===== config.mk =====
export PLATFORM = sky130hd
export DESIGN_NAME = hlbr_top
export DESIGN_NICKNAME = d
export VERILOG_FILES = /design/src/hlbr_sync.v /design/src/hlbr_low_timer.v /design/src/hlbr_top.v
export VERILOG_INCLUDE_DIRS = /design/src
export SDC_FILE = /design/constraint.sdc
export NUM_CORES = 1
export LEC_CHECK = 0
export ABC_AREA = 1
export BUFFER_PORTS_ARGS = -buffer_cell sky130_fd_sc_hd__buf_2
export CAP_MARGIN = 30
export CORE_MARGIN = 3
export CORE_UTILIZATION = 56
export DETAILED_ROUTE_END_ITERATION = 7
export PLACE_DENSITY = 0.77
export REMOVE_ABC_BUFFERS = 1
export SYNTH_ARGS = -nofsm -noshare
export SYNTH_HDL_FRONTEND = slang
export SYNTH_SLANG_ARGS = --single-unit

===== constraint.sdc =====
create_clock -name pclk -period 1.8 [get_ports pclk]
set_input_delay 0.18 -clock pclk [delete_from_list [all_inputs] [get_ports pclk]]
set_output_delay 0.18 -clock pclk [all_outputs]
set_load 0.02 [all_outputs]

===== src/hlbr_defs.vh =====
// Constants for the host link break, reset and framing block.
`ifndef HLBR_DEFS_VH
`define HLBR_DEFS_VH
// APB register byte offsets.
`define HLBR_REG_LINK_CONTROL 12'h000
`define HLBR_REG_MAIN_CONTROL 12'h004
`define HLBR_REG_RX_FAULT 12'h008
`define HLBR_REG_TR_FAULT 12'h00c
`define HLBR_REG_FRAME_TIMEOUT 12'h010
`define HLBR_REG_STATUS 12'h014
// Link control fields.
`define HLBR_LC_BAUD_LSB 0
`define HLBR_LC_TXEN_BIT 2
`define HLBR_LC_TOEN_BIT 3
`define HLBR_LC_RESET 32'h0000000f
// Main control fields.
`define HLBR_MC_SHARED_BIT 0
`define HLBR_MC_STACK_BIT 1
`define HLBR_MC_DIR_BIT 2
`define HLBR_MC_ACTIVE_BIT 3
`define HLBR_MC_RESET 32'h00000008
// Receive fault flag positions.
`define HLBR_RXF_CLEAR 0
`define HLBR_RXF_RESET 1
`define HLBR_RXF_STOP 2
// Transaction fault flag positions.
`define HLBR_TRF_WAIT 0
`define HLBR_TRF_SOF 1
`define HLBR_TRF_TIMEOUT 2
// Baud codes.
`define HLBR_BAUD_250K 2'b01
// Break and reset durations in bit periods.
`define HLBR_BRK_MIN_BITS 16'h000f
`define HLBR_RST_BITS 16'h0800
// Clock period in ns and frame timeout default in us.
`define HLBR_CLK_NS 4
`define HLBR_FTO_US 1000
// Request types.
`define HLBR_REQ_SREAD 3'b000
`define HLBR_REQ_SWRITE 3'b001
`define HLBR_REQ_KREAD 3'b010
`define HLBR_REQ_KWRITE 3'b011
`define HLBR_REQ_BREAD 3'b100
`define HLBR_REQ_BWRITE 3'b101
`define HLBR_REQ_BREV 3'b110
`endif


===== src/hlbr_sync.v =====
// Two flip-flop synchroniser for the receive pin.
`timescale 1ns/1ps
module hlbr_sync (
  input wire pclk,
  input wire presetn,
  input wire din,
  output wire dout
);
  reg meta_ff;
  reg sync_ff;

  // Idle line is high, so both stages reset high.
  always @(posedge pclk or negedge presetn) begin
    if (!presetn) begin
      meta_ff <= 1'b1;
      sync_ff <= 1'b1;
    end else begin
      meta_ff <= din;
      sync_ff <= meta_ff;
    end
  end

  assign dout = sync_ff;
endmodule


===== src/hlbr_low_timer.v =====
// Low-level duration counter measured in bit periods.
`timescale 1ns/1ps
module hlbr_low_timer (
  input wire pclk,
  input wire presetn,
  input wire rx_level,
  input wire bit_tick,
  output wire [15:0] low_bits
);
  reg [15:0] cnt_ff;

  // Counts whole bit periods while low; saturates so a stuck line never wraps.
  always @(posedge pclk or negedge presetn) begin
    if (!presetn) begin
      cnt_ff <= 16'h0000;
    end else if (rx_level) begin
      cnt_ff <= 16'h0000;
    end else if (bit_tick && cnt_ff != 16'hffff) begin
      cnt_ff <= cnt_ff + 16'h0001;
    end
  end

  assign low_bits = cnt_ff;
endmodule


===== src/hlbr_top.v =====
// Host link break/reset detection and command framing control.
//
// Functional notes
// - Watch receive line always; long low for minimum break bits is a clear.
// - After a clear, flush state; next byte starts a new frame; a chain-mode send here stays in ST_SEND instead.
// - A clear sets clear-detected flag, and framing error flag only when active.
// - Chain mode clear while awaiting read drops response, sets wait or start flag.
// - Shared-bus clear discards pending or stops sending response; sets wait flag.
// - Wake on sleeping device sets only clear flag; active also sets framing.
// - Reset-length low forces 250 kbps, sets reset flag, keeps stored baud.
// - Communication reset acts on this base device only.
// - Low beyond reset duration also emits wake tones and performs a clear.
// - Reset while awaiting broadcast or stack read drops response, sets wait flag.
// - A communication reset also sets the framing error flag.
// - Never transmit unprompted; only answer a received command frame.
// - Stack read and write act only when stack member select is 1.
// - Broadcast read and write are accepted by every device.
// - Reverse broadcast write goes opposite to the direction select.
// - Only read commands produce a response frame.
// - Init byte marks command or response and gives following byte count.
// - Missing bytes before frame timeout raise timeout fault when enabled.
// - Init bit 7 is 1 for command, 0 for response.
// - Request type codes 000 to 101, with 110 reverse broadcast write.
//
// Implementation choices: the placing of the registers and the APB slave port.
`timescale 1ns/1ps
`include "hlbr_defs.vh"
module hlbr_top #(
  parameter [31:0] FTO_CYCLES = (`HLBR_FTO_US * 1000) / `HLBR_CLK_NS
) (
  input wire pclk,
  input wire presetn,
  input wire psel,
  input wire penable,
  input wire pwrite,
  input wire [11:0] paddr,
  input wire [31:0] pwdata,
  output reg [31:0] prdata,
  output wire pready,
  output wire pslverr,
  input wire rx_pin,
  input wire bit_tick,
  input wire rx_byte_valid,
  input wire [7:0] rx_byte,
  input wire rx_stop_error,
  input wire tx_busy,
  output reg resp_start_ff,
  output reg [6:0] resp_len_ff,
  output reg resp_abort_ff,
  output reg rx_flush_ff,
  output reg wake_tone_ff,
  output reg fwd_reverse_ff,
  output reg [1:0] active_baud_ff,
  output reg cmd_write_ff,
  output wire sleep_wake_ff_unused
);
  // -----------------------------------------------------------------
  // Frame states
  // -----------------------------------------------------------------
  localparam [2:0] ST_IDLE = 3'd0;
  localparam [2:0] ST_BODY = 3'd1;
  localparam [2:0] ST_WAIT = 3'd2;
  localparam [2:0] ST_SEND = 3'd3;

  // Control, fault and frame bookkeeping registers.
  reg [31:0] link_control_ff;
  reg [31:0] main_control_ff;
  reg [2:0] rx_fault_ff;
  reg [2:0] tr_fault_ff;
  reg [2:0] state_ff;
  reg [4:0] bytes_left_ff;
  reg [2:0] req_ff;
  reg [6:0] size_ff;
  reg [31:0] fto_cnt_ff;
  reg brk_seen_ff;
  reg rst_seen_ff;
  reg rst_mode_ff;
  reg first_byte_ff;
  // Synchronised receive level and its low-time count.
  wire rx_s;
  wire [15:0] low_bits;

  // Spare output held low; sleep handling lives outside this block.
  assign sleep_wake_ff_unused = 1'b0;

  // -----------------------------------------------------------------
  // Pin synchroniser and low timer
  // -----------------------------------------------------------------
  hlbr_sync u_sync (
    .pclk(pclk),
    .presetn(presetn),
    .din(rx_pin),
    .dout(rx_s)
  );

  hlbr_low_timer u_timer (
    .pclk(pclk),
    .presetn(presetn),
    .rx_level(rx_s),
    .bit_tick(bit_tick),
    .low_bits(low_bits)
  );

  // Decode helpers used by the frame logic.
  function is_read;
    input [2:0] r;
    begin
      is_read = (r == `HLBR_REQ_SREAD) || (r == `HLBR_REQ_KREAD) || (r == `HLBR_REQ_BREAD);
    end
  endfunction

  function accepted;
    input [2:0] r;
    input stack_member;
    begin
      case (r)
        `HLBR_REQ_KREAD, `HLBR_REQ_KWRITE: accepted = stack_member;
        `HLBR_REQ_BREAD, `HLBR_REQ_BWRITE, `HLBR_REQ_BREV: accepted = 1'b1;
        default: accepted = 1'b1;
      endcase
    end
  endfunction

  // -----------------------------------------------------------------
  // Break and reset events
  // -----------------------------------------------------------------
  // Events fire once per low period, on the count crossing each threshold.
  wire clear_evt = !rx_s && bit_tick && (low_bits == `HLBR_BRK_MIN_BITS - 16'h0001);
  wire reset_evt = !rx_s && bit_tick && (low_bits == `HLBR_RST_BITS - 16'h0001);
  wire active = main_control_ff[`HLBR_MC_ACTIVE_BIT];
  wire shared = main_control_ff[`HLBR_MC_SHARED_BIT];
  wire pending = (state_ff == ST_WAIT);
  wire sending = (state_ff == ST_SEND);

  // APB bus: zero wait state, all decodes answered, unmapped read as zero.
  wire wr = psel && penable && pwrite;
  wire rd = psel && !penable && !pwrite;
  assign pready = 1'b1;
  assign pslverr = 1'b0;

  // Write-one-to-clear masks for the fault registers.
  wire [2:0] rxf_clr = (wr && paddr == `HLBR_REG_RX_FAULT) ? pwdata[2:0] : 3'b000;
  wire [2:0] trf_clr = (wr && paddr == `HLBR_REG_TR_FAULT) ? pwdata[2:0] : 3'b000;

  // Timeout fires when a frame body is still open at the limit, counted from its init byte.
  wire fto_evt = (state_ff == ST_BODY) && (fto_cnt_ff == FTO_CYCLES - 32'd1)
                 && link_control_ff[`HLBR_LC_TOEN_BIT];

  // -----------------------------------------------------------------
  // Init byte decode
  // -----------------------------------------------------------------
  // Fields of a received init byte; only meaningful while rx_byte_valid is high.
  wire init_is_cmd = rx_byte[7];
  wire [2:0] init_req = rx_byte[6:4];
  wire [2:0] init_size = rx_byte[2:0];
  // Single-device requests carry a device address byte; the others omit it.
  wire init_has_addr = (init_req == `HLBR_REQ_SREAD) || (init_req == `HLBR_REQ_SWRITE);
  // Bytes after the init byte: size plus one data bytes, two address bytes, two check bytes.
  wire [4:0] init_body = {2'b00, init_size} + 5'd5 + {4'h0, init_has_addr};

  // -----------------------------------------------------------------
  // Fault flag set terms
  // -----------------------------------------------------------------
  // A held-low line reads as a zero stop bit, except when it wakes a sleeping device.
  wire stop_set = (clear_evt && active) || reset_evt || (rx_byte_valid && rx_stop_error);
  // Chain mode: a clear on the first waiting cycle loses the response start.
  wire sof_set = clear_evt && !shared && pending && first_byte_ff;
  // Later in chain mode, or at any time on a shared bus, it is a plain wait drop.
  wire drop_now = shared ? (pending || sending) : (pending && !first_byte_ff);
  wire wait_set = (clear_evt && drop_now) || (reset_evt && pending && req_ff != `HLBR_REQ_SREAD);
  // Set terms are ORed after the clear mask, so an event beats a same-cycle clear.
  wire [2:0] nxt_rx_fault = (rx_fault_ff & ~rxf_clr) | {stop_set, reset_evt, clear_evt};
  wire [2:0] nxt_tr_fault = (tr_fault_ff & ~trf_clr) | {fto_evt, sof_set, wait_set};

  // -----------------------------------------------------------------
  // Control registers
  // -----------------------------------------------------------------
  always @(posedge pclk or negedge presetn) begin
    if (!presetn) begin
      link_control_ff <= `HLBR_LC_RESET;
      main_control_ff <= `HLBR_MC_RESET;
    end else if (wr && paddr == `HLBR_REG_LINK_CONTROL) begin
      link_control_ff <= {28'h0000000, pwdata[3:0]};
    end else if (wr && paddr == `HLBR_REG_MAIN_CONTROL) begin
      main_control_ff <= {28'h0000000, pwdata[3:0]};
    end else if (clear_evt && !active) begin
      // A wake leaves the device active afterwards.
      main_control_ff[`HLBR_MC_ACTIVE_BIT] <= 1'b1;
    end
  end

  // Sticky fault flags; a hardware set beats a same-cycle software clear.
  always @(posedge pclk or negedge presetn) begin
    if (!presetn) begin
      rx_fault_ff <= 3'b000;
      tr_fault_ff <= 3'b000;
    end else begin
      rx_fault_ff <= nxt_rx_fault;
      tr_fault_ff <= nxt_tr_fault;
    end
  end

  // Active baud: forced to 250 kbps on reset, stored field untouched.
  always @(posedge pclk or negedge presetn) begin
    if (!presetn) begin
      active_baud_ff <= `HLBR_BAUD_250K;
      rst_mode_ff <= 1'b0;
    end else if (reset_evt) begin
      active_baud_ff <= `HLBR_BAUD_250K;
      rst_mode_ff <= 1'b1;
    end else if (wr && paddr == `HLBR_REG_LINK_CONTROL) begin
      active_baud_ff <= pwdata[1:0];
      rst_mode_ff <= 1'b0;
    end else if (!rst_mode_ff) begin
      active_baud_ff <= link_control_ff[1:0];
    end
  end

  // Low-period latches remember each event for the rest of its held-low period.
  always @(posedge pclk or negedge presetn) begin
    if (!presetn) begin
      brk_seen_ff <= 1'b0;
      rst_seen_ff <= 1'b0;
      wake_tone_ff <= 1'b0;
    end else begin
      brk_seen_ff <= rx_s ? 1'b0 : (brk_seen_ff | clear_evt);
      rst_seen_ff <= rx_s ? 1'b0 : (rst_seen_ff | reset_evt);
      // Tones stay on while the line stays held past the reset length.
      wake_tone_ff <= !rx_s && (rst_seen_ff || reset_evt);
    end
  end

  // -----------------------------------------------------------------
  // Frame state machine
  // -----------------------------------------------------------------
  // Bytes arriving while we transmit are ignored; only a break on a shared bus breaks in.
  always @(posedge pclk or negedge presetn) begin
    if (!presetn) begin
      state_ff <= ST_IDLE;
      bytes_left_ff <= 5'd0;
      req_ff <= 3'b000;
      size_ff <= 7'd0;
      fto_cnt_ff <= 32'd0;
      first_byte_ff <= 1'b0;
      resp_start_ff <= 1'b0;
      resp_len_ff <= 7'd0;
      resp_abort_ff <= 1'b0;
      rx_flush_ff <= 1'b0;
      fwd_reverse_ff <= 1'b0;
      cmd_write_ff <= 1'b0;
    end else begin
      resp_start_ff <= 1'b0;
      resp_abort_ff <= 1'b0;
      rx_flush_ff <= 1'b0;
      cmd_write_ff <= 1'b0;
      // Counts only while a body is open; any other state parks it at zero.
      fto_cnt_ff <= (state_ff == ST_BODY) ? fto_cnt_ff + 32'd1 : 32'd0;
      if (clear_evt || reset_evt) begin
        // Flush; next byte is a start of frame unless a chain-mode response is still sending. A reset includes a clear.
        rx_flush_ff <= 1'b1;
        resp_abort_ff <= pending || (sending && shared);
        if (!(sending && !shared)) begin
          state_ff <= ST_IDLE;
        end
      end else begin
        case (state_ff)
          ST_IDLE: begin
            // Only command-type init bytes open a frame.
            if (rx_byte_valid && init_is_cmd) begin
              req_ff <= init_req;
              size_ff <= {4'h0, init_size} + 7'd1;
              bytes_left_ff <= init_body;
              first_byte_ff <= 1'b1;
              state_ff <= ST_BODY;
            end
          end
          ST_BODY: begin
            // A stalled body is abandoned so that the next init byte is heard.
            if (fto_evt) begin
              state_ff <= ST_IDLE;
            end else if (rx_byte_valid) begin
              bytes_left_ff <= bytes_left_ff - 5'd1;
              // The last body byte decides whether this device takes the request.
              if (bytes_left_ff == 5'd1) begin
                if (!accepted(req_ff, main_control_ff[`HLBR_MC_STACK_BIT])) begin
                  state_ff <= ST_IDLE;
                end else if (is_read(req_ff)) begin
                  state_ff <= ST_WAIT;
                  first_byte_ff <= 1'b1;
                end else begin
                  cmd_write_ff <= 1'b1;
                  fwd_reverse_ff <= (req_ff == `HLBR_REQ_BREV)
                    ? !main_control_ff[`HLBR_MC_DIR_BIT] : main_control_ff[`HLBR_MC_DIR_BIT];
                  state_ff <= ST_IDLE;
                end
              end
            end
          end
          ST_WAIT: begin
            // Transmit only in answer to a received read command.
            if (link_control_ff[`HLBR_LC_TXEN_BIT]) begin
              resp_start_ff <= 1'b1;
              resp_len_ff <= size_ff - 7'd1;
              state_ff <= ST_SEND;
            end else begin
              // With the transmitter off the response waits here until a clear drops it.
              first_byte_ff <= 1'b0;
            end
          end
          ST_SEND: begin
            if (!tx_busy && !resp_start_ff) begin
              state_ff <= ST_IDLE;
            end
          end
          default: state_ff <= ST_IDLE;
        endcase
      end
    end
  end

  // -----------------------------------------------------------------
  // Read data
  // -----------------------------------------------------------------
  // Loaded in the setup cycle so that it stands through the access phase.
  always @(posedge pclk or negedge presetn) begin
    if (!presetn) begin
      prdata <= 32'h00000000;
    end else if (rd) begin
      case (paddr)
        `HLBR_REG_LINK_CONTROL: prdata <= link_control_ff;
        `HLBR_REG_MAIN_CONTROL: prdata <= main_control_ff;
        `HLBR_REG_RX_FAULT: prdata <= {29'h0, rx_fault_ff};
        `HLBR_REG_TR_FAULT: prdata <= {29'h0, tr_fault_ff};
        `HLBR_REG_FRAME_TIMEOUT: prdata <= FTO_CYCLES;
        `HLBR_REG_STATUS: prdata <= {27'h0, active_baud_ff, state_ff};
        default: prdata <= 32'h00000000;
      endcase
    end
  end
endmodule


==> results of run 1 <==
## path summary, 6_finish.rpt
path                                       endpoint  slack [ns]  cells after the start
worst max-delay path                 fwd_reverse_ff        0.12                     12
worst min-delay path                     size_ff[0]      -0.003                      2
worst max register to register       fwd_reverse_ff        0.12                     12
worst min register to register          u_sync.dout        0.36                      0
max in group asynchronous       u_timer.low_bits[1]        0.99                      3
min in group asynchronous                prdata[16]        0.39                      3
## per-stage QoR
step | area (µm²) | setup WS, ns
after floorplan | 5900 | 0.0938
final | 6870 | 0.117
after detailed placement | 6520 | 0.0556
after global routing | 6870 | -0.0246
after global placement | 6520 | 0.106
after CTS | 6760 | 0.0481
## report_power, final
group          internal [mW]  total [mW]  switching, mW
sequential              2.45        2.62          0.172
clock                  0.663        1.54          0.875
combinational          0.574        1.60           1.03
## layout make-up
class	instances	area, µm²
Multi-Input combinational cell	601	3030
Timing Repair Buffer	85	515
Sequential cell	100	2510
Fill cell	921	3590
Inverter	115	438
Clock inverter	7	81.3
Clock buffer	9	124
Tap cell	136	170
## cells by family after synthesis
logic type	synth area share (%)
other	0.123
xor gates and xnor gates	3.14
DFF	41.0
and+or+nand+nor	33.3
adders and majority gates	1.84
buffers and inverters	12.1
AOI/OAI and AO/OA	8.51
## state kept, by name, summed over array words and instances (netlist names)
name              cells
fto_cnt_ff           32
u_timer.low_bits     16
prdata                6
resp_len_ff           6
bytes_left_ff         5
link_control_ff       4
main_control_ff       4
size_ff               4
req_ff                3
rx_fault_ff           3
tr_fault_ff           3
active_baud_ff        2
state_ff              2
cmd_write_ff          1
first_byte_ff         1
fwd_reverse_ff        1
resp_abort_ff         1
resp_start_ff         1
rst_mode_ff           1
rst_seen_ff           1
rx_flush_ff           1
u_sync.dout           1
u_sync.meta_ff        1
## layout by cell type, fill, tap and decap left out, types with 3 or more instances in the layout
cell type      instances
clkbuf_8               9
nand4_1               20
nor2_2                10
dfrtp_1               90
dlygate4sd3_1          3
inv_1                 99
nand3_2                4
a21oi_1               29
conb_1                24
buf_2                 57
xnor2_1                3
xor2_1                19
ha_1                   7
o31ai_1                8
nor2_4                 8
o21ai_0               41
buf_4                 24
nand2_2               10
nor2_1               114
o21ai_1                7
dfstp_2                8
nand2_1              176
nor3_1                27
inv_2                 12
nand2_4                5
inv_6                  3
nand3_1               65
## routing by layer
layer / GRT usage (%) / up-vias / part of all wire, %
met1: 30.2 / 2584 / 44
met3: 4.27 / 27 / 6.2
li1: - / 2774 / -
met5: 0 / - / 0
met2: 40.0 / 203 / 48
met4: 7.55 / 0 / 2.0
## timing repair
item | in CTS | in global routing
hold buffers | 3 | 0
hold endpoints to repair | 94 | 0
setup buffers | 0 | 5
endpoints found under the setup margin | 0 | 25
resized for setup | 0 | 21
==> results.ini, run 1 <==
[synthesis]
ys_types = 43
netlist_area_um2 = 6130
syn-mean-instance-area_um2 = 7.32
synth_area_leaders = dfrtp_1, nand2_1, nor2_1, inv_1, nand3_1
synth.most_common_cell = nand2_1
synthArstFlopShare_pct = 100
seq_area_frac_synth_pct = 41.0
ys.flop_type = dfrtp_1
synthCells = 837
yosys.area.top_type = dfrtp_1
ys_ff_latch = 100
yosysWarnings = 0
synthTopCellsByCount = nand2_1, nor2_1, inv_1
synth-edff-count = 0
yosys.area.top_type_share_pct = 37.6

[setup_path]
cp_slowest_cell = dfrtp_1
cpPeakStageDelay_ns = 0.45
critPathLaunchType = register
crit_type = register to register
critPathMaxFanout = 7
critPathBufInv = 3
critical-path-top-delay-family = simple AND/OR/NAND/NOR gates
worstSetupEndpointType = register
required_ns = 2.09
r2r-start = u_timer.low_bits[0]
crit_top_cell = nand2_1
cp_cell_sequence = inv_2 > ha_4 > nand3_1 > nor2_2 > nand3_2 > nand2_4 > inv_4 > and2_4 > nand2_2 > nand2_1 > nand2_1 > inv_1
worstPathArrival_ns = 1.98
critPathLaunch = u_timer.low_bits[0]

[timing]
slew_headroom_pct = 65.0
tns_ns = 0
finalCriticalPeriod_ns = 1.68
holdWs_ns = -0.00265
setup_viol = 0
skew_ns = 0.0177
hold_viol = 1
period_share_pct = 93.5
tightest_slew_ns = 0.526
fmax_mhz = 594
slew_viol_final = 0
rsz0062_at_grt = yes

[clock_tree]
clk_latency_ns = 0.39
cts_buffers = 9
clkSlewWorstSetupHoldPaths_ns = 0.11
htree_levels = 3
cts_tree = done
clock_path_buffers = 2
clock-sinks = 100
cts_root_buffer = clkbuf_8

[pwr]
p_per_area_nw_per_um2 = 838
p_total_mw = 5.76
ir_worst_vdd_uv = 543
leakagePower_nw = 3.31

[global_routing]
grt_pass1_vias = 5447
grt-ovfl-total = 0
grtUsageTotal_pct = 23.4
grt_pass1_wl_mm = 24.3
grt_max_degree = 101
antenna_found_initial = 0

[drt]
drc = 0
routedWlPerCell_um = 13.4
antenna_violating_nets_post_route = 0
vias = 5588
drtIter0Drc = 371
finalWirelength_mm = 14.1
first_pass_iters = 5
vias_per_cell = 5.31

[die]
fp.dieW_um = 111
core_area_um2 = 10500
rows = 37
ios = 112
die_h_um = 111
dieArea_um2 = 12200
start_util_pct = 58.6

[worst_hold_path]
hp-class = primary input to register
worstHoldStart = rx_byte[0]

[layout]
antenna_cells = 0
syn_to_final_growth_pct = 12.1
num-nets-final = 983
post_route_cells_drive_above_1_share_pct = 18.0
final_core_utilization_pct = 65.7
final_cells = 1053

[place]
dpl.cell_count = 1029
dp_hpwl_mm = 10.6
place_congestion = 0.923
port_buffers = 58

[run]
maxCapViolations = 0

[outcome]
violations = hold timing
status = finished with violations

Power figures use the tool's default switching activity.
==> run 2, diff against run 1 <==
Settings changed: ABC_AREA 1 to unset, CORE_MARGIN 3 to 2, PLACE_DENSITY 0.77 to 0.78, SLEW_MARGIN set to 20.
==> run 2 against run 1 <==
Effect of this change:
- the flow finishes with violations (setup timing)
- count of clock-buffer cells in the layout up 1
- clock skew fell by 0.0010 ns
- sequential power up 3%
- hold slack gained 0.027 ns
- combinational power is 27% higher
- sequential share of layout area shrank 2.3 points
- cell count is 19% lower
- highest routed layer unchanged
==> results.ini, run 2 <==
[outcome]
status = finished with violations  ; unchanged
violations = setup timing  ; was hold timing

[synthesis]
synth-adder-area-share_pct = 2.03  ; was 1.84%
synth_area_leaders = dfrtp_1, xor2_1, buf_4, dfstp_2, nor2_1  ; was dfrtp_1, nand2_1, nor2_1, inv_1, nand3_1
synth_compound_area_share_pct = 10.2  ; was 8.51%
synthCells = 554  ; was 837
yosysWarnings = 0  ; unchanged
syn-mean-instance-area_um2 = 10.0  ; was 7.32 µm²
synth_top_family_by_area = simple AND/OR/NAND/NOR gates  ; unchanged
synthArstFlopShare_pct = 100  ; unchanged
synthTopCellsByCount = dfrtp_1, nor2_1, nand2_1  ; was nand2_1, nor2_1, inv_1
synthSimpleGateAreaFrac_pct = 22.4  ; was 33.3%
yosys.area.top_type = dfrtp_1  ; unchanged
ys.flop_type = dfrtp_1  ; unchanged
synth-edff-count = 0  ; unchanged
ys_types = 71  ; was 43
synthMuxAreaShare_pct = 6.43  ; was 0%
synth_xor_area_share_pct = 6.32  ; was 3.14%
seq_area_frac_synth_pct = 45.3  ; was 41.0%
synth.most_common_cell = dfrtp_1  ; was nand2_1
netlist_area_um2 = 5550  ; was 6130 µm²
yosys.area.top_type_share_pct = 41.5  ; was 37.6%
ys_ff_latch = 100  ; unchanged

[timing]
fmax_mhz = 488  ; was 594 MHz
tightest_slew_ns = 0.898  ; was 0.526 ns
period_share_pct = 114  ; was 93.5%
finalCriticalPeriod_ns = 2.05  ; was 1.68 ns
hold_viol = 0  ; was 1
setup_ws_ns = -0.248  ; was 0.117 ns
holdWs_ns = 0.0240  ; was -0.00265 ns
setup_viol = 37  ; was 0
slew_headroom_pct = 39.7  ; was 65.0%
slew_viol_final = 0  ; unchanged
skew_ns = 0.0167  ; was 0.0177 ns
rsz0062_at_grt = yes  ; unchanged

[setup_path]
crit_type = register to register  ; unchanged
worstPathArrival_ns = 2.38  ; was 1.98 ns
required_ns = 2.14  ; was 2.09 ns
critPathLaunchType = register  ; unchanged
worstSetupEndpointType = register  ; unchanged
critPathMaxFanout = 7  ; unchanged

[die]
start_util_pct = 57.3  ; was 58.6%
rows = 36  ; was 37
fp.dieW_um = 104  ; was 111 µm
ios = 112  ; unchanged
die_h_um = 104  ; was 111 µm
dieArea_um2 = 10700  ; was 12200 µm²
core_area_um2 = 9680  ; was 10500 µm²

[layout]
final_cells = 849  ; was 1053
antenna_cells = 0  ; unchanged
largest_reg_flops = 32  ; unchanged
largest_register = fto_cnt_ff  ; unchanged
syn_to_final_growth_pct = 32.3  ; was 12.1%
most-common-layout-cells = buf_4, dfrtp_1, buf_2  ; was nand2_1, nor2_1, inv_1
num-nets-final = 782  ; was 983
post_route_cells_drive_above_1_share_pct = 40.1  ; was 18.0%
layout_commonest_cell = buf_4  ; was nand2_1

[clock_tree]
cts_buffers = 9  ; unchanged
clock-sinks = 100  ; unchanged
clkSlewWorstSetupHoldPaths_ns = 0.11  ; about the same
cts_tree = done  ; unchanged
cts_root_buffer = clkbuf_8  ; unchanged
clock_path_buffers = 2  ; unchanged
clk_latency_ns = 0.39  ; about the same
htree_levels = 3  ; unchanged

[drt]
finalWirelength_mm = 16.1  ; was 14.1 mm
drtIter0Drc = 455  ; was 371
antenna_violating_nets_post_route = 0  ; unchanged
vias = 5140  ; was 5588
first_pass_iters = 7  ; was 5
drc = 0  ; unchanged
routedWlPerCell_um = 19.0  ; was 13.4 µm
vias_per_cell = 6.05  ; was 5.31

[place]
dpl.cell_count = 814  ; was 1029
dp_hpwl_mm = 9.23  ; was 10.6 mm
port_buffers = 58  ; unchanged
place_congestion = 0.872  ; was 0.923

[pwr]
leakagePower_nw = 3.39  ; was 3.31 nW
ir_worst_vdd_uv = 485  ; was 543 µV
p_per_area_nw_per_um2 = 854  ; was 838 nW/µm²

[global_routing]
grt-ovfl-total = 0  ; unchanged
grt_max_degree = 38  ; was 101
grt_pass1_wl_mm = 22.8  ; was 24.3 mm
antenna_found_initial = 0  ; unchanged
grt_pass1_vias = 4930  ; was 5447
grtUsageTotal_pct = 26.1  ; was 23.4%

[worst_hold_path]
hp-class = primary input to register  ; unchanged

[run]
maxCapViolations = 0  ; unchanged

==> run 2: cell types whose count changed after synthesis, moves of 12 or more <==
cell and change:
o21ai_0 -19, inv_1 -81, nor2_1 -66, nand2_1 -135, nor3_1 -17, nor4_1 +12
a21oi_1 -15, nand3_1 -49
==> run 2: final timing paths <==
path                                      end           start  slack [ns]  depth (start not counted)
max in group asynchronous      fto_cnt_ff[27]         presetn        0.82                          3
hold / removal             main_control_ff[3]       pwdata[3]        0.02                          3
min in group asynchronous       resp_abort_ff         presetn        0.28                          2
hold reg to reg                   u_sync.dout  u_sync.meta_ff        0.36                          0
setup reg to reg                first_byte_ff     state_ff[1]       -0.25                          6
setup / recovery                first_byte_ff     state_ff[1]       -0.25                          6
==> run 2: critical path, stage by stage, from the launching register on <==
cell	delay, ns
dfrtp_1	0.41
buf_4	0.17
nor2b_1	0.30
o21ai_1	0.39
o21a_1	0.23
nor4_1	0.27
o32a_1	0.21
==> run 2: cell type report <==
cell class	instances	area [µm²]
multi-input cells	407	3110
flip-flops and latches	100	2520
fillers	560	2350
repair buffers	171	1250
well taps	133	166
clock buffers	10	138
inverters	22	90.1
clock inverters	6	71.3
==> run 2: through the flow <==
| stage | setup slack (ns) | total power, mW | util [%] | instance area, µm² | setup TNS [ns] |
|---|---|---|---|---|---|
| after global routing | -0.292 | 6.54 | 75.8 | 7340 | -7.55 |
| after global placement | -0.175 | 4.15 | 67.1 | 6490 | -3.44 |
| final | -0.248 | 6.26 | 75.8 | 7340 | -4.76 |
| after CTS | -0.152 | 5.87 | 72.1 | 6980 | -1.99 |
| after detailed placement | -0.236 | 4.24 | 67.1 | 6490 | -5.63 |
| after floorplan | -0.449 | 3.55 | - | 5320 | -6.18 |
==> run 2: cells by family after synthesis <==
group | after synthesis
compound gates | 86
xor+xnor | 40
fa+ha+maj | 9
buf+inv | 69
flops | 100
mux | 30
other cells | 2
simple gates | 218
==> run 2: metal layers <==
| metal | vias up | GRT usage [%] | part of all wire (%) |
|---|---|---|---|
| li1 | 2235 | - | - |
| met1 | 2508 | 32.1 | 38 |
| met2 | 305 | 44.7 | 50 |
| met3 | 92 | 4.41 | 6.9 |
| met4 | 0 | 12.7 | 5.4 |
| met5 | - | 0 | 0 |
==> run 2: timing repair <==
item	CTS	global route
pin swaps	17	19
hold buffers	2	0
gates cloned	0	1
buffers inserted	8	11
gates resized for setup	41	57
setup endpoints to repair	45	65
hold endpoints to repair	30	0
==> run 2: power breakdown <==
part	switching (mW)	total [mW]	internal, mW
registers	0.258	2.70	2.45
clock network	0.845	1.53	0.690
logic	1.19	2.03	0.838
==> run 3, diff against run 2 <==
Settings changed: CAP_MARGIN 30 to unset, CORE_MARGIN 2 to 5.
==> run 3 against run 2 <==
Effect of this change:
- the flow still finishes with violations (setup timing)
- critical path type unchanged
- clock power fell by 5%
- first-iteration DRC count increased by 8.4%
- critical path depth rose by 2
- largest cell class unchanged
- sequential cell count did not move
- hold slack gained 0.012 ns
- via count hardly changed
- cell count up 1.2%
- fmax fell by 4.1%
==> results.ini, run 3 (synthesis gave the netlist of run 2 again) <==
[outcome]
status = finished with violations  ; unchanged
violations = setup timing  ; unchanged

[clock_tree]
htree_levels = 3  ; unchanged
clkSlewWorstSetupHoldPaths_ns = 0.11  ; about the same
clock_path_buffers = 2  ; unchanged
clock-sinks = 100  ; unchanged
cts_root_buffer = clkbuf_8  ; unchanged
clk_latency_ns = 0.38  ; was 0.39 ns
cts_tree = done  ; unchanged
cts_buffers = 9  ; unchanged

[setup_path]
cp_cell_sequence = ha_2 > nand4_1 > or3_4 > buf_6 > buf_6 > o211ai_1 > xor2_1 > nor2_1  ; was buf_4 > nor2b_1 > o21ai_1 > o21a_1 > nor4_1 > o32a_1
critPathBufInv = 2  ; was 1
cp_slowest_cell = or3_4  ; was dfrtp_1
critPathMaxFanout = 5  ; was 7
rrSetupSlack_ns = -0.34  ; was -0.25 ns
worstSetupEndpointType = register  ; unchanged
worstPathArrival_ns = 2.39  ; was 2.38 ns
crit_type = register to register  ; unchanged
crit_top_cell = buf_6
critPathLaunch = u_timer.low_bits[1]  ; was state_ff[1]
r2r-start = u_timer.low_bits[1]  ; was state_ff[1]
worstSetupEndpoint = u_timer.low_bits[2]  ; was first_byte_ff
required_ns = 2.05  ; was 2.14 ns
critPathLaunchType = register  ; unchanged
reg2reg_depth = 8  ; was 6
timing.rr.end = u_timer.low_bits[2]  ; was first_byte_ff
cp_num_cells = 8  ; was 6
critical-path-top-delay-family = simple AND/OR/NAND/NOR gates  ; was compound AO/OA/AOI/OAI gates
cpPeakStageDelay_ns = 0.41  ; about the same

[global_routing]
grt_pass1_vias = 5032  ; was 4930
grt-ovfl-total = 0  ; unchanged
grt_pass1_wl_mm = 24.1  ; was 22.8 mm
grtUsageTotal_pct = 25.5  ; was 26.1%
antenna_found_initial = 0  ; unchanged
grt_max_degree = 101  ; was 38

[drt]
vias_per_cell = 5.99  ; was 6.05
routedWlPerCell_um = 19.5  ; was 19.0 µm
drtIter0Drc = 493  ; was 455
vias = 5142  ; was 5140
finalWirelength_mm = 16.8  ; was 16.1 mm
antenna_violating_nets_post_route = 0  ; unchanged
drc = 0  ; unchanged
first_pass_iters = 5  ; was 7

[die]
start_util_pct = 57.0  ; was 57.3%
die_h_um = 110  ; was 104 µm
ios = 112  ; unchanged
fp.dieW_um = 110  ; was 104 µm
dieArea_um2 = 12000  ; was 10700 µm²
rows = 36  ; unchanged
core_area_um2 = 9730  ; was 9680 µm²

[timing]
skew_ns = 0.0173  ; was 0.0167 ns
rsz0062_at_grt = yes  ; unchanged
finalCriticalPeriod_ns = 2.14  ; was 2.05 ns
setup_viol = 49  ; was 37
fmax_mhz = 468  ; was 488 MHz
holdWs_ns = 0.0361  ; was 0.0240 ns
tightest_slew_ns = 0.935  ; was 0.898 ns
period_share_pct = 119  ; was 114%
setup_ws_ns = -0.335  ; was -0.248 ns
slew_viol_final = 0  ; unchanged
hold_viol = 0  ; unchanged
slew_headroom_pct = 37.3  ; was 39.7%

[layout]
multiInputGateArea_um2 = 3130  ; was 3110 µm²
antenna_cells = 0  ; unchanged
layout_commonest_cell = buf_4  ; unchanged
post_route_cells_drive_above_1_share_pct = 40.6  ; was 40.1%
final_core_utilization_pct = 76.4  ; was 75.8%
seq_area_um2 = 2510  ; was 2520 µm²
finalInstanceArea_um2 = 7440  ; was 7340 µm²
largest_reg_flops = 32  ; unchanged
largest_register = fto_cnt_ff  ; unchanged
num-nets-final = 792  ; was 782
most-common-layout-cells = buf_4, dfrtp_1, buf_2  ; unchanged
fillCellCount = 565  ; was 560
syn_to_final_growth_pct = 34.1  ; was 32.3%

[pwr]
ir_worst_vdd_uv = 514  ; was 485 µV
leakagePower_nw = 3.46  ; was 3.39 nW
p_per_area_nw_per_um2 = 848  ; was 854 nW/µm²

[place]
place_congestion = 0.847  ; was 0.872
dp_hpwl_mm = 9.43  ; was 9.23 mm
port_buffers = 58  ; unchanged
post_dp_cell_area_um2 = 6530  ; was 6490 µm²

[run]
maxCapViolations = 0  ; unchanged

[worst_hold_path]
hp-class = primary input to register  ; unchanged
worstHoldStart = pwdata[3]  ; unchanged

run 3: worst min path at each step:
stage	end	slack [ns]	cells past startpoint
after CTS	size_ff[0]	0.009	2
after floorplan	active_baud_ff[1]	-0.12	0
after global routing	req_ff[0]	0.04	2
final	main_control_ff[3]	0.04	3
after global placement	main_control_ff[2]	0.28	2
after detailed placement	cmd_write_ff	0.29	2
run 3: where the power goes:
part           switching [mW]  internal, mW  total [mW]
Clock                   0.822         0.641        1.46
Sequential              0.256          2.45        2.70
Combinational            1.25         0.890        2.14
run 3: cell type report:
class	count	area share, %
clock inverters	6	0.875
well taps	133	2.24
inverters	22	1.21
repair buffers	181	18.0
clock buffers	10	1.72
multi-input cells	407	42.1
flip-flops and latches	100	33.8
run 3: what timing repair did:
action | CTS | global route
endpoints found under the setup margin | 45 | 70
resized for setup | 63 | 47
setup buffers | 15 | 11
pin swaps | 36 | 33
hold buffers | 2 | 0
cloned | 0 | 0
hold endpoints to repair | 93 | 0
run 3: worst min-delay path, cell delays in order:
cell	delay, ns
buf_2	0.12
inv_1	0.05
a221oi_1	0.06
run 3: through the flow:
step	TNS, ns	worst slack, ns	std cells	total power, mW
finish	-9.43	-0.335	859	6.30
global route	-12.49	-0.410	859	6.56
CTS	-4.28	-0.208	852	5.92
detailed placement	-7.01	-0.275	819	4.24
global placement	-3.71	-0.176	819	4.13
floorplan	-6.18	-0.449	529	3.55
run 3: per-layer routing:
metal,routed length [µm],global-route usage (%)
met3,1400,3.70
met4,882,12.8
met1,6170,30.3
met2,8330,45.0
met5,0,0
